File: src/hdl/hbpc_pkg.sv
// Purpose: Shared types and constants for the bridge chopper control block
// Assumes: 40 MHz system clock
// Notes:   Leg drive encodes upper and lower switch gate commands

package hbpc_pkg;

    // Gate commands of one bridge leg
    typedef struct packed {
        logic upper;
        logic lower;
    } hbpc_leg_t;

    // Requested bridge state
    typedef enum logic [2:0] {
        BR_STOP  = 3'b000,
        BR_FWD   = 3'b001,
        BR_REV   = 3'b010,
        BR_BRAKE = 3'b011
    } hbpc_bridge_t;

    // Chopper phase
    typedef enum logic [1:0] {
        CH_CHARGE    = 2'b00,
        CH_DISCHARGE = 2'b01
    } hbpc_chop_t;

    localparam int          CLK_HZ        = 40_000_000;
    localparam int          DEAD_NS       = 500;
    localparam int          DEAD_CYC      = (DEAD_NS * (CLK_HZ / 1_000_000) + 999) / 1000;
    localparam logic [4:0]  DEAD_CNT      = 5'(DEAD_CYC);
    localparam logic [2:0]  DISCH_TICKS   = 3'h4;
    localparam logic [1:0]  OSC_TICK_DIV  = 2'h3;
    localparam hbpc_leg_t   LEG_OFF       = '{upper: 1'b0, lower: 1'b0};
    localparam hbpc_leg_t   LEG_HIGH      = '{upper: 1'b1, lower: 1'b0};
    localparam hbpc_leg_t   LEG_LOW       = '{upper: 1'b0, lower: 1'b1};

endpackage : hbpc_pkg

File: src/hdl/hbridge_pwm_chopper_control.sv
// What this block does
// - Pulse high drives, pulse low short-brakes
// - Pulse accepted on dedicated pin or direction pins
// - Dead interval between upper and lower turn-on
// - Dead interval on direction and brake changes
// - Discharge phase drives short brake
// - Sense overvoltage turns outputs off, fault high
// - Overvoltage shutdown stays latched
// - Both direction inputs low clear latch
// - Enter discharge on sense comparator threshold
// - Discharge lasts four chopping clocks
// - Chopping clock comes from oscillator input
// - Still above threshold repeats discharge period
// - Charge holds until threshold reached again
// - Threshold crossing always runs full discharge
// - Short brake wins over drive requests
// - Fault high on any shutdown; latched ones released by inputs, lockout releases when it drops
//
// Purpose: Full-bridge control: pulse speed, dead time, chopping, sense latch-off
// Assumes: chopOscCap is the oscillator square wave, slow against clk
// Notes:   Fault output is open drain; bridge legs give gate commands per switch

`timescale 1ns/1ps

module hbridge_pwm_chopper_control
    import hbpc_pkg::*;
(
    input  wire logic      clk,
    input  wire logic      rst_n,
    input  wire logic      dirSelA,
    input  wire logic      dirSelB,
    input  wire logic      pwmIn,
    input  wire logic      chopOscCap,
    input  wire logic      senseTrip,
    input  wire logic      senseOverVolt,
    input  wire logic      overcurrentLatch,
    input  wire logic      otherLockout,
    output hbpc_leg_t      bridgeLegA,
    output hbpc_leg_t      bridgeLegB,
    output logic           bridgeLegAOe,
    output logic           bridgeLegBOe,
    output logic           faultOut,
    output logic           faultOutOe
);

    // Two-stage synchronisers for every pin input
    localparam int NSYNC = 8;
    logic [NSYNC-1:0] rawIn;
    logic [NSYNC-1:0] syncIn;
    assign rawIn = {otherLockout, overcurrentLatch, senseOverVolt, senseTrip,
                    chopOscCap, pwmIn, dirSelB, dirSelA};

    genvar gi;
    generate
        for (gi = 0; gi < NSYNC; gi++) begin : g_sync
            logic sync1_reg, sync2_reg;
            always_ff @(posedge clk or negedge rst_n) begin
                if (!rst_n) begin
                    sync1_reg <= 1'b0;
                    sync2_reg <= 1'b0;
                end else begin
                    sync1_reg <= rawIn[gi];
                    sync2_reg <= sync1_reg;
                end
            end
            assign syncIn[gi] = sync2_reg;
        end
    endgenerate

    logic inA, inB, pwmS, oscS, tripS, ovS, ocS, lockS;
    assign {lockS, ocS, ovS, tripS, oscS, pwmS, inB, inA} = syncIn;

    // Each rising oscillator edge is one chopping clock
    logic       oscPrev_reg, oscPrev_next;
    logic       chopTick;

    always_comb begin
        oscPrev_next = oscS;
        chopTick     = 1'b0;
        if (oscS && !oscPrev_reg) begin
            chopTick = 1'b1;
        end
    end

    // Chopping phase machine
    hbpc_chop_t chop_reg, chop_next;
    logic [2:0] tick_reg, tick_next;

    always_comb begin
        chop_next = chop_reg;
        tick_next = tick_reg;
        case (chop_reg)
            CH_CHARGE: begin
                if (tripS) begin
                    chop_next = CH_DISCHARGE;
                    tick_next = 3'h0;
                end
            end
            CH_DISCHARGE: begin
                if (chopTick) begin
                    if (tick_reg == DISCH_TICKS - 3'h1) begin
                        tick_next = 3'h0;
                        // Re-arm if still above threshold
                        if (!tripS) begin
                            chop_next = CH_CHARGE;
                        end
                    end else begin
                        tick_next = tick_reg + 3'h1;
                    end
                end
            end
            default: begin
                chop_next = CH_CHARGE;
                tick_next = 3'h0;
            end
        endcase
    end

    // Fault latch: sense overvoltage and overcurrent latch, lockout is live
    logic ovLatch_reg, ovLatch_next;
    logic releaseReq;
    assign releaseReq = !inA && !inB;

    always_comb begin
        ovLatch_next = ovLatch_reg;
        if (ovS || ocS) begin
            ovLatch_next = 1'b1;
        end else if (releaseReq) begin
            ovLatch_next = 1'b0;
        end
    end

    logic shutdown;
    assign shutdown = ovLatch_reg || ovS || ocS || lockS;

    // Bridge state selection
    hbpc_bridge_t bridgeReq;
    logic         pwmOnA, pwmOnB;

    always_comb begin
        // Pulse on direction pins: one pin high, other pulsing
        bridgeReq = BR_STOP;
        pwmOnA    = inA && !inB;
        pwmOnB    = inB && !inA;
        if (shutdown || releaseReq) begin
            bridgeReq = BR_STOP;
        end else if ((inA && inB) || !pwmS || chop_reg == CH_DISCHARGE) begin
            bridgeReq = BR_BRAKE;
        end else if (pwmOnA) begin
            bridgeReq = BR_REV;
        end else if (pwmOnB) begin
            bridgeReq = BR_FWD;
        end
    end

    hbpc_leg_t reqA, reqB;

    always_comb begin
        case (bridgeReq)
            BR_FWD: begin
                reqA = LEG_LOW;
                reqB = LEG_HIGH;
            end
            BR_REV: begin
                reqA = LEG_HIGH;
                reqB = LEG_LOW;
            end
            BR_BRAKE: begin
                reqA = LEG_LOW;
                reqB = LEG_LOW;
            end
            default: begin
                reqA = LEG_OFF;
                reqB = LEG_OFF;
            end
        endcase
    end

    hbpc_leg_t gateA, gateB;

    hbpc_dead_leg u_leg_a (
        .clk     (clk),
        .rst_n   (rst_n),
        .legReq  (reqA),
        .legGate (gateA)
    );

    hbpc_dead_leg u_leg_b (
        .clk     (clk),
        .rst_n   (rst_n),
        .legReq  (reqB),
        .legGate (gateB)
    );

    // Output registers
    hbpc_leg_t legA_reg, legB_reg;
    logic      oeA_reg, oeB_reg, fault_reg;

    always_ff @(posedge clk or negedge rst_n) begin
        if (!rst_n) begin
            oscPrev_reg <= 1'b0;
            chop_reg    <= CH_CHARGE;
            tick_reg    <= 3'h0;
            ovLatch_reg <= 1'b0;
            legA_reg    <= LEG_OFF;
            legB_reg    <= LEG_OFF;
            oeA_reg     <= 1'b0;
            oeB_reg     <= 1'b0;
            fault_reg   <= 1'b0;
        end else begin
            oscPrev_reg <= oscPrev_next;
            chop_reg    <= chop_next;
            tick_reg    <= tick_next;
            ovLatch_reg <= ovLatch_next;
            legA_reg    <= shutdown ? LEG_OFF : gateA;
            legB_reg    <= shutdown ? LEG_OFF : gateB;
            oeA_reg     <= !shutdown && (gateA != LEG_OFF);
            oeB_reg     <= !shutdown && (gateB != LEG_OFF);
            // Open drain: released (high) on fault
            fault_reg   <= !shutdown;
        end
    end

    assign bridgeLegA   = legA_reg;
    assign bridgeLegB   = legB_reg;
    assign bridgeLegAOe = oeA_reg;
    assign bridgeLegBOe = oeB_reg;
    assign faultOut     = 1'b0;
    assign faultOutOe   = fault_reg;

    a_ov_outputs_off: assert property (@(posedge clk) disable iff (!rst_n)
        ovLatch_reg |=> (!oeA_reg && !oeB_reg && !faultOutOe))
        else $error("Outputs active during latch");
    a_latch_holds: assert property (@(posedge clk) disable iff (!rst_n)
        (ovLatch_reg && !releaseReq) |=> ovLatch_reg)
        else $error("Latch dropped without release");
    a_latch_release: assert property (@(posedge clk) disable iff (!rst_n)
        (ovLatch_reg && releaseReq && !ovS && !ocS) |=> !ovLatch_reg)
        else $error("Latch not released");
    a_trip_discharge: assert property (@(posedge clk) disable iff (!rst_n)
        (chop_reg == CH_CHARGE && tripS) |=> chop_reg == CH_DISCHARGE)
        else $error("Trip missed");
    a_discharge_hold: assert property (@(posedge clk) disable iff (!rst_n)
        (chop_reg == CH_DISCHARGE && tick_reg != DISCH_TICKS - 3'h1) |=>
        chop_reg == CH_DISCHARGE) else $error("Discharge cut short");
    a_redischarge: assert property (@(posedge clk) disable iff (!rst_n)
        (chop_reg == CH_DISCHARGE && tripS) |=> chop_reg == CH_DISCHARGE)
        else $error("Charged while above threshold");
    a_charge_stays: assert property (@(posedge clk) disable iff (!rst_n)
        (chop_reg == CH_CHARGE && !tripS) |=> chop_reg == CH_CHARGE)
        else $error("Left charge without trip");
    a_brake_priority: assert property (@(posedge clk) disable iff (!rst_n)
        (chop_reg == CH_DISCHARGE && !shutdown && !releaseReq) |->
        bridgeReq == BR_BRAKE) else $error("Brake not selected");

    c_discharge: cover property (@(posedge clk) disable iff (!rst_n)
        chop_reg == CH_DISCHARGE ##1 chop_reg == CH_CHARGE);
    c_latch: cover property (@(posedge clk) disable iff (!rst_n)
        ovLatch_reg ##1 !ovLatch_reg);
    c_pwm_brake: cover property (@(posedge clk) disable iff (!rst_n)
        bridgeReq == BR_FWD ##[1:50] bridgeReq == BR_BRAKE);

endmodule : hbridge_pwm_chopper_control

File: src/hdl/hbpc_dead_leg.sv
// Purpose: One bridge leg with dead interval between upper and lower turn-on
// Assumes: Requests arrive synchronous to clk
// Notes:   Off request takes effect at once; only turn-on is delayed

`timescale 1ns/1ps

module hbpc_dead_leg
    import hbpc_pkg::*;
(
    input  wire logic      clk,
    input  wire logic      rst_n,
    input  hbpc_leg_t      legReq,
    output hbpc_leg_t      legGate
);

    hbpc_leg_t  gate_reg, gate_next;
    logic [4:0] dead_reg, dead_next;

    always_comb begin
        gate_next = gate_reg;
        dead_next = dead_reg;
        if (legReq == LEG_OFF) begin
            gate_next = LEG_OFF;
            // Re-arm so a later turn-on of the other side still waits
            if (gate_reg != LEG_OFF) begin
                dead_next = DEAD_CNT;
            end
        end else if (legReq != gate_reg) begin
            // Switching sides: go off first, wait, then turn on
            if (gate_reg != LEG_OFF) begin
                gate_next = LEG_OFF;
                dead_next = DEAD_CNT;
            end else if (dead_reg != 5'h0_0) begin
                dead_next = dead_reg - 5'h0_1;
            end else begin
                gate_next = legReq;
            end
        end
    end

    always_ff @(posedge clk or negedge rst_n) begin
        if (!rst_n) begin
            gate_reg <= LEG_OFF;
            dead_reg <= DEAD_CNT;
        end else begin
            gate_reg <= gate_next;
            dead_reg <= dead_next;
        end
    end

    assign legGate = gate_reg;

    a_leg_no_shoot: assert property (@(posedge clk) disable iff (!rst_n)
        !(gate_reg.upper && gate_reg.lower)) else $error("Leg shoot-through");

    a_leg_dead_gap: assert property (@(posedge clk) disable iff (!rst_n)
        ($past(gate_reg) == LEG_HIGH && gate_reg == LEG_OFF) |->
        !(gate_reg.lower) [*8]) else $error("Dead interval too short");

endmodule : hbpc_dead_leg

File: config.mk
export PLATFORM = sky130hd
export DESIGN_NAME = hbridge_pwm_chopper_control
export DESIGN_NICKNAME = d
export VERILOG_FILES = /design/src/hdl/hbpc_pkg.sv /design/src/hdl/hbridge_pwm_chopper_control.sv /design/src/hdl/hbpc_dead_leg.sv
export SDC_FILE = /design/constraint.sdc
export NUM_CORES = 1
export LEC_CHECK = 0
export BUFFER_PORTS_ARGS = -buffer_cell sky130_fd_sc_hd__buf_4
export CAP_MARGIN = 30
export CORE_MARGIN = 4
export CORE_UTILIZATION = 40
export DETAILED_ROUTE_END_ITERATION = 8
export GPL_TIMING_DRIVEN = 0
export SETUP_SLACK_MARGIN = 0.15
export SKIP_LAST_GASP = 1
export SYNTH_ARGS = -nofsm -noshare
export SYNTH_HDL_FRONTEND = slang
export SYNTH_SLANG_ARGS = --single-unit
File: constraint.sdc
create_clock -name clk -period 3.6 [get_ports clk]
set_input_delay 0.18 -clock clk [delete_from_list [all_inputs] [get_ports clk]]
set_output_delay 0.18 -clock clk [all_outputs]
set_load 0.005 [all_outputs]
* Word level (Yosys, flattened, before mapping) *
Index checks and enable logic that the tools add are counted.

storage, ports and cells
  bits of input ports = 10
  output and inout port bits = 8
  flip-flop bits (word level) = 44
  word-level logic and storage cells = 128

operators by class
  muxes and demuxes = 38
  equality and inequality tests = 17
  reductions and logical operators = 37
  add/sub/neg operators = 3

operator list
  cell                   number
  $mux W5                10
  $mux W2                14
  $mux W3                6
  $ne A2 B2 Y1 const B   6
  $pmux W2 S2            3
  $reduce_bool A2 Y1     5
  $reduce_bool A5 Y1     2
  $sub A5 B1 Y5 const B  2
  $eq A3 B2 Y1 const B   3
  $logic_and A1 B1 Y1    7
  $logic_or A1 B1 Y1     7
  $logic_not A2 Y1       3
  $ne A3 B2 Y1 const B   2
  $ne A3 B3 Y1 const B   2
  $pmux W3 S2            1
  $reduce_and A2 Y1      3
  $reduce_and A3 Y1      2
  $logic_not A1 Y1       5
  $mux W1                4
  $ne A2 B2 Y1           2
  $reduce_and A4 Y1      1
  $reduce_or A2 Y1       2
  $add A3 B1 Y3 const B  1
  $eq A3 B1 Y1 const B   1
  $eq A2 B1 Y1 const B   1

* Logic depth before layout (Yosys ltp) *
Gate-level depths: netlist of run 1.

  depth after elaboration = 13
  mapped depth = 6
  depth with buffers taken out = 6

* Modules after synthesis *
Synthesis of run 1 repeated with hierarchy kept, for this count alone.

unflattened totals
  cells, all modules = 170
  area, all modules = 1,960.6 um^2

modules (own cells, without submodules)
  module                       cells an instance  instances  seq. area each (um^2)  area an instance (um^2)
  hbridge_pwm_chopper_control  68                 1          725.7                  989.7
  hbpc_dead_leg                51                 2          177.7                  485.5

* Worst setup path before layout of run 1 *
No wires, ideal clock.

  path type = register -> register
  start = reg u_leg_a.dead_reg[0]
  end = reg u_leg_a.dead_reg[0]
  path slack = 1.669 ns
  setup time = 0.127 ns
  arrival time = 1.803 ns
  required time = 3.473 ns
  buffers on the path = 0
  stages on the path, launching flop included = 7
  path through = dfrtp_1 -> inv_1 -> ha_1 -> nor4b_1 -> nor3_2 -> o32ai_2 -> mux2_1

on the way
  word-level cells in the longest chain between the ends = 5

RTL lines
  element                 RTL line             text
  from (decl)             hbpc_dead_leg.sv:17  logic [4:0] dead_reg, dead_next;
  from (signal assigned)  hbpc_dead_leg.sv:47  dead_reg <= dead_next;
  $sub A5 B1 Y5           hbpc_dead_leg.sv:34  dead_next = dead_reg - 5'h0_1;
  $mux W5                 hbpc_dead_leg.sv:33  end else if (dead_reg != 5'h0_0) begin
  $mux W5                 hbpc_dead_leg.sv:30  if (gate_reg != LEG_OFF) begin
  $mux W5                 hbpc_dead_leg.sv:28  end else if (legReq != gate_reg) begin
  $mux W5                 hbpc_dead_leg.sv:22  if (legReq == LEG_OFF) begin

Parallel ways exist; a longest one is shown, timed or not. The select of a mux whose other input is x is not followed.
A chain may end at the register's enable or synchronous reset.

* Worst setup path in the final report of run 1 *
  start = reg u_leg_a.dead_reg[0]
  end = reg u_leg_a.dead_reg[1]

The elaborated chain is that of the path after synthesis.

==> flow_metrics.tcl, run 1 <==
set metrics [dict create \
    outcome "finished clean" \
    io_buffers 16 \
    synth_top_area_cell "dfrtp_1" \
    initial_core_util_pct 41.32 \
    top_layer "met4" \
    max-cap-violations 0 \
    routed_wirelength_mm 2.959 \
    worstMarginPinSlew_ps 790.8 \
    synthFlopType "dfrtp_1" \
    drt-wirelength-per-cell_um 12.65 \
    fillers 397 \
    ys_warn_count 0 \
    sw_frac_of_total_pct 28.67 \
    cts_buffer_depth 2 \
    antenna_found_initial 0 \
    clockPowerShare_pct 28.6 \
    ys_types 50 \
    ant_nets 0 \
    postLayoutCoreUtil_pct 49.77 \
    wl_met2_mm 1.510 \
    required_ps 3780 \
    syn_area_mm2 0.001812 \
    synth_seq_cells 43 \
    numClockSinks 43 \
    synth_top_area_share_pct 53.87 \
    synth_fp_nets 164 \
    ys_seq_area_share_pct 59.67 \
    first_pass_iters 4 \
    intPower_uw 788.9 \
    grt_pass1_wl_mm 5.112 \
    area_delta_synth_final_pct 20.44 \
    hpwl_mm 2.146 \
    setup_tns_ps 0 \
    seq_power_share_pct 53.0 \
    p_leak_uw 0.001009 \
    min_period_ps 2263 \
    slowest_delay_ps 650 \
    place_congestion 0.7853 \
    pin_count 18 \
    grt_overflow 0 \
    ff2ff_path_depth 6 \
    worstPathMaxFanout 5 \
    relSlewSlack_pct 46.54 \
    ir_drop_mv 0.2568 \
    fp.dieW_um 75.30 \
    clock_skew_ps 12.73 \
    routedLengthMet1_mm 1.251 \
    cts_root_buf "clkbuf_8" \
    setup_ws_ps 1337 \
    dieArea_mm2 0.005670 \
    rsz0062_at_grt "no" \
    clk_pin_slew_ps 80 \
    vias_per_cell 5.150 \
    synth-async-reset-ratio_pct 100.0 \
    grt_max_degree 44 \
    grt_pass1_vias 1158 \
    crit_slowest_cell "nor4b_1" \
    power_uw 1106 \
    insertion_delay_ps 300 \
    cts_resized 0 \
    cts_hold_buf 9 \
    n_antenna_cell 0 \
    end_kind "flop" \
    die_h_um 75.30 \
    whs_path_depth 0 \
    hold_class "flop to flop" \
    fmax_mhz 441.9 \
    met3WireLength_um 154 \
    drive_gt1_share_pct 23.63 \
    route.detailed.drc 0 \
    coreArea_mm2 0.004384 \
    syn_area_per_cell_um2 12.16 \
    slew_viol_final 0 \
    cp-start-kind "flop" \
    setup_viol 0 \
    num-nets-final 196 \
    pre_cts_slack_ps 1312 \
    switching_power_uw 317.0 \
    crit_path_cell_trace "inv_1 -> ha_1 -> nor4b_1 -> nor3_2 -> o32ai_2 -> mux2_1" \
    num_vias 1205 \
    rows 24 \
    drtIter0Drc 43 \
    fin_area_mm2 0.002182 \
    finalHoldViolations 0 \
    critPathArrivalTime_ps 2450 \
    syn_inst 149 \
    path_class "flop to flop" \
    p_per_area_mw_per_mm2 506.8 \
    cts_tree "done" \
    combPwrFrac_pct 18.4 \
    synth-edff-count 0 \
    cts_made_buffers 5 \
    synthTopCellsByArea "dfrtp_1 (54%), dfstp_2 (5.8%), ha_1 (3.5%), nor2_1 (2.1%), or3_1 (2.1%)" \
    place_area_mm2 0.001997 \
    postCtsSetupBuffers 0 \
    fin_crit_sh_pct 62.86 \
    track_usage_pct 12.16 \
    htreeDepth 2 \
]
[per-layer routing]
metal  GRT usage (%)  up-vias
li1                -      587
met1           14.71      582
met2           19.65       29
met3           4.617        7
met4           4.854        0
met5               0        -
[final timing paths]
path / startpoint / endpoint / slack, ps
max: u_leg_a.dead_reg[0] / u_leg_a.dead_reg[1] / 1340
min: g_sync[1].sync1_reg / g_sync[1].sync2_reg / 350
max reg2reg: u_leg_a.dead_reg[0] / u_leg_a.dead_reg[1] / 1340
min reg2reg: g_sync[1].sync1_reg / g_sync[1].sync2_reg / 350
max in group asynchronous: rst_n / u_leg_b.dead_reg[4] / 2830
min in group asynchronous: rst_n / g_sync[4].sync1_reg / 380
[metrics by stage]
step	hold slack, ps	instances
after global placement	191.5	217
final	352.3	234
after floorplan	-115.6	149
after detailed placement	202.3	217
after global routing	355.3	234
after CTS	353.8	234
[synth_stat cells, types with 3 or more instances]
cell / count
and2_1: 4
ha_1: 5
inv_1: 7
o21ai_0: 3
nand2_1: 8
mux2_1: 3
nand3_1: 5
dfrtp_1: 39
nor2b_1: 4
or3_1: 6
nor4_1: 4
nor2_1: 10
dfstp_2: 4
[layout make-up]
class | count | area, µm² | share of cell area (%)
flip-flops and latches | 43 | 1081 | 49.54
inverters | 8 | 31.28 | 1.433
repair buffers | 25 | 210.2 | 9.633
plain buffers | 4 | 27.53 | 1.261
well taps | 52 | 65.06 | 2.982
clock buffers | 5 | 68.82 | 3.154
multi-input cells | 94 | 671.9 | 30.79
clock inverters | 3 | 26.28 | 1.204
[power by group through the flow]
stage / Sequential, µW / Combinational (µW) / Clock (µW)
after CTS: 587 / 206 / 331
after global placement: 591 / 184 / 0
after floorplan: 583 / 152 / 0
final: 586 / 204 / 316
after global routing: 593 / 232 / 355
after detailed placement: 596 / 199 / 0
[cell usage in the layout (no fill, tap or decap), drive strengths merged, types with 3 or more instances in the layout]
cell type / netlist / layout
dfrtp: 39 / 39
buf: 3 / 19
nor2: 10 / 10
dlygate4sd3: 0 / 9
inv: 7 / 9
nand2: 8 / 8
or3: 7 / 7
clkbuf: 1 / 6
nand3: 5 / 5
ha: 5 / 5
o21ai: 5 / 5
and2: 4 / 4
nor2b: 4 / 4
nor4: 4 / 4
dfstp: 4 / 4
mux2: 3 / 3
nor4b: 3 / 3
[logic make-up (layout without fill, tap and decap cells)]
family                   Yosys count  after routing  synth area share [%]
other                              1              1                0.2070
AO/OA/AOI/OAI                     23             23                 10.01
buffers and inverters             12             45                 3.246
flip-flops                        43             43                 59.67
XOR/XNOR                           1              1                0.4835
adder cells (fa/ha/maj)            5              5                 3.453
multiplexers                       5              5                 2.970
AND/OR/NAND/NOR                   59             59                 19.96
[worst max-delay path, delay by kind of cell (launching register included)]
| kind | cells | cell delay, ps |
|---|---|---|
| AOI/OAI and AO/OA | 1 | 420 |
| adders and majority gates | 1 | 130 |
| buffers and inverters | 1 | 80 |
| DFF | 1 | 410 |
| muxes | 1 | 370 |
| and+or+nand+nor | 2 | 740 |
(Power assumes the default switching activity.)
==> run 2: changes to the inputs <==
Clock period 3.6 ns to 1.9 ns, I/O delays scaled along.
==> run 2 against run 1 <==
- clock skew shrank 4.1 ps
- sequential power grew 93%
- sequential share of layout area shrank 4.2 points
- setup slack lost 1300 ps
- combinational power grew to 2.5 times the previous value
- final cell count grew 2.6%
- total power grew 100%
- largest cell class unchanged
- largest power group unchanged
==> flow_metrics.tcl, run 2 (synthesis results as in run 1) <==
set metrics [dict create \
    regToRegEndpoint "u_leg_a.dead_reg[1]" \
    dieArea_mm2 0.005670 \
    timing.reg2reg.setup_slack_ps 40 \
    ir_drop_mv 0.5530 \
    pin_count 18 \
    area_delta_synth_final_pct 31.56 \
    worstPathMaxFanout 6 \
    vias_per_cell 5.288 \
    grt_overflow 0 \
    fp.dieW_um 75.30 \
    num-nets-final 202 \
    drtIter0Drc 91 \
    rsz0062_at_grt "yes" \
    drt-wirelength-per-cell_um 14.35 \
    cts_tree "done" \
    route.detailed.drc 0 \
    finalHoldViolations 0 \
    clock_skew_ps 8.597 \
    fin_crit_sh_pct 97.96 \
    cts_made_buffers 5 \
    min_period_ps 1861 \
    first_pass_iters 4 \
    final_cell_mix "dfrtp_1 (39), buf_4 (21), nor2_1 (9), dlygate4sd3_1 (9), nand2_1 (8)" \
    outcome "finished clean" \
    n_antenna_cell 0 \
    r2r-start "g_sync[7].sync2_reg" \
    max-cap-violations 0 \
    ff2ff_path_depth 5 \
    clockPowerShare_pct 25.5 \
    fmax_mhz 537.3 \
    io_buffers 16 \
    grt_pass1_vias 1305 \
    antenna_found_initial 0 \
    worstMarginPinSlew_ps 569.7 \
    required_ps 2140 \
    p_leak_uw 0.001084 \
    switching_power_uw 654.3 \
    track_usage_pct 13.72 \
    seq_power_share_pct 51.4 \
    grt_max_degree 44 \
    intPower_uw 1553 \
    hold_class "primary input to async pin" \
    setup_viol 0 \
    die_h_um 75.30 \
    power_uw 2207 \
    final_common_cell "dfrtp_1" \
    combPwrFrac_pct 23.1 \
    setup_tns_ps 0 \
    routed_wirelength_mm 3.444 \
    numClockSinks 43 \
    grt_pass1_wl_mm 5.830 \
    insertion_delay_ps 290 \
    path_class "flop to flop" \
    sw_frac_of_total_pct 29.64 \
    end_kind "flop" \
    coreArea_mm2 0.004384 \
    cts_root_buf "clkbuf_8" \
    htreeDepth 2 \
    p_per_area_mw_per_mm2 926.0 \
    ant_nets 0 \
    cp-start-kind "flop" \
    num_vias 1269 \
    relSlewSlack_pct 61.86 \
    critPathArrivalTime_ps 2100 \
    initial_core_util_pct 41.32 \
    clk_pin_slew_ps 80 \
    drive_gt1_share_pct 34.57 \
    slew_viol_final 0 \
    hpwl_mm 2.090 \
    rows 24 \
    place_congestion 0.7620 \
    cts_buffer_depth 2 \
]
## run 2: worst max path at each step
stage                              from             endpoint  slack [ps]  cells after the start
global placement            ovLatch_reg  u_leg_a.dead_reg[0]           2                      6
global route        g_sync[7].sync2_reg  u_leg_a.dead_reg[0]         -20                      5
finish              g_sync[7].sync2_reg  u_leg_a.dead_reg[1]          40                      5
floorplan                   ovLatch_reg  u_leg_a.dead_reg[0]         120                      6
CTS                 g_sync[7].sync2_reg  u_leg_a.dead_reg[1]          20                      6
detailed placement  u_leg_a.dead_reg[0]  u_leg_a.dead_reg[0]         -30                      6
## run 2: through the flow
step           util, %  area [µm²]  cells  setup slack [ps]  hold slack, ps
2_1_floorplan        -        1873    149             118.4          -200.6
3_3_place_gp     46.95        2058    217             1.901           106.4
3_5_place_dp     46.95        2058    217            -28.70           117.4
4_1_cts          53.82        2360    240             24.50           350.2
5_1_grt          54.37        2384    240            -21.56           359.8
6_report         54.37        2384    240             38.70           325.7
## run 2: critical path, cell delays in order (launching register included)
cell and delay, ps:
dfrtp_1 380, or4_4 550, or4_4 500, buf_6 150, nor2_1 90, mux2_4 150
## run 2: area by class of cell
cell class / instances / area, µm²
Fill cell: 364 / 2001
Sequential cell: 43 / 1081
Multi-Input combinational cell: 94 / 808.3
Timing Repair Buffer: 31 / 262.8
Clock buffer: 6 / 72.57
Tap cell: 52 / 65.06
Inverter: 8 / 42.54
Buffer: 4 / 38.79
Clock inverter: 2 / 12.51
## run 2: power groups by stage
stage                     Combinational [µW]  Sequential, µW  Clock [µW]
final                                    510            1130         563
after global routing                     556            1150         628
after CTS                                491            1130         581
after detailed placement                 417            1140           0
after global placement                   400            1130           0
after floorplan                          330            1120           0
## run 2: layer usage
metal / part of all wire (%) / routed length [µm] / up-vias / global-route usage [%]
met2: 49 / 1704 / 28 / 21.38
met5: 0 / 0 / - / 0
met4: 1.7 / 57 / 0 / 6.602
li1: - / - / 603 / -
met1: 44 / 1521 / 631 / 17.62
met3: 4.7 / 161 / 7 / 3.958
## run 2: timing repair
item                                    4_1_cts  5_1_grt
hold buffers                                  9        0
setup buffers                                 6        0
resized for setup                            17        5
hold endpoints to repair                     47        0
endpoints found under the setup margin       10       11
pin swaps                                     4        1
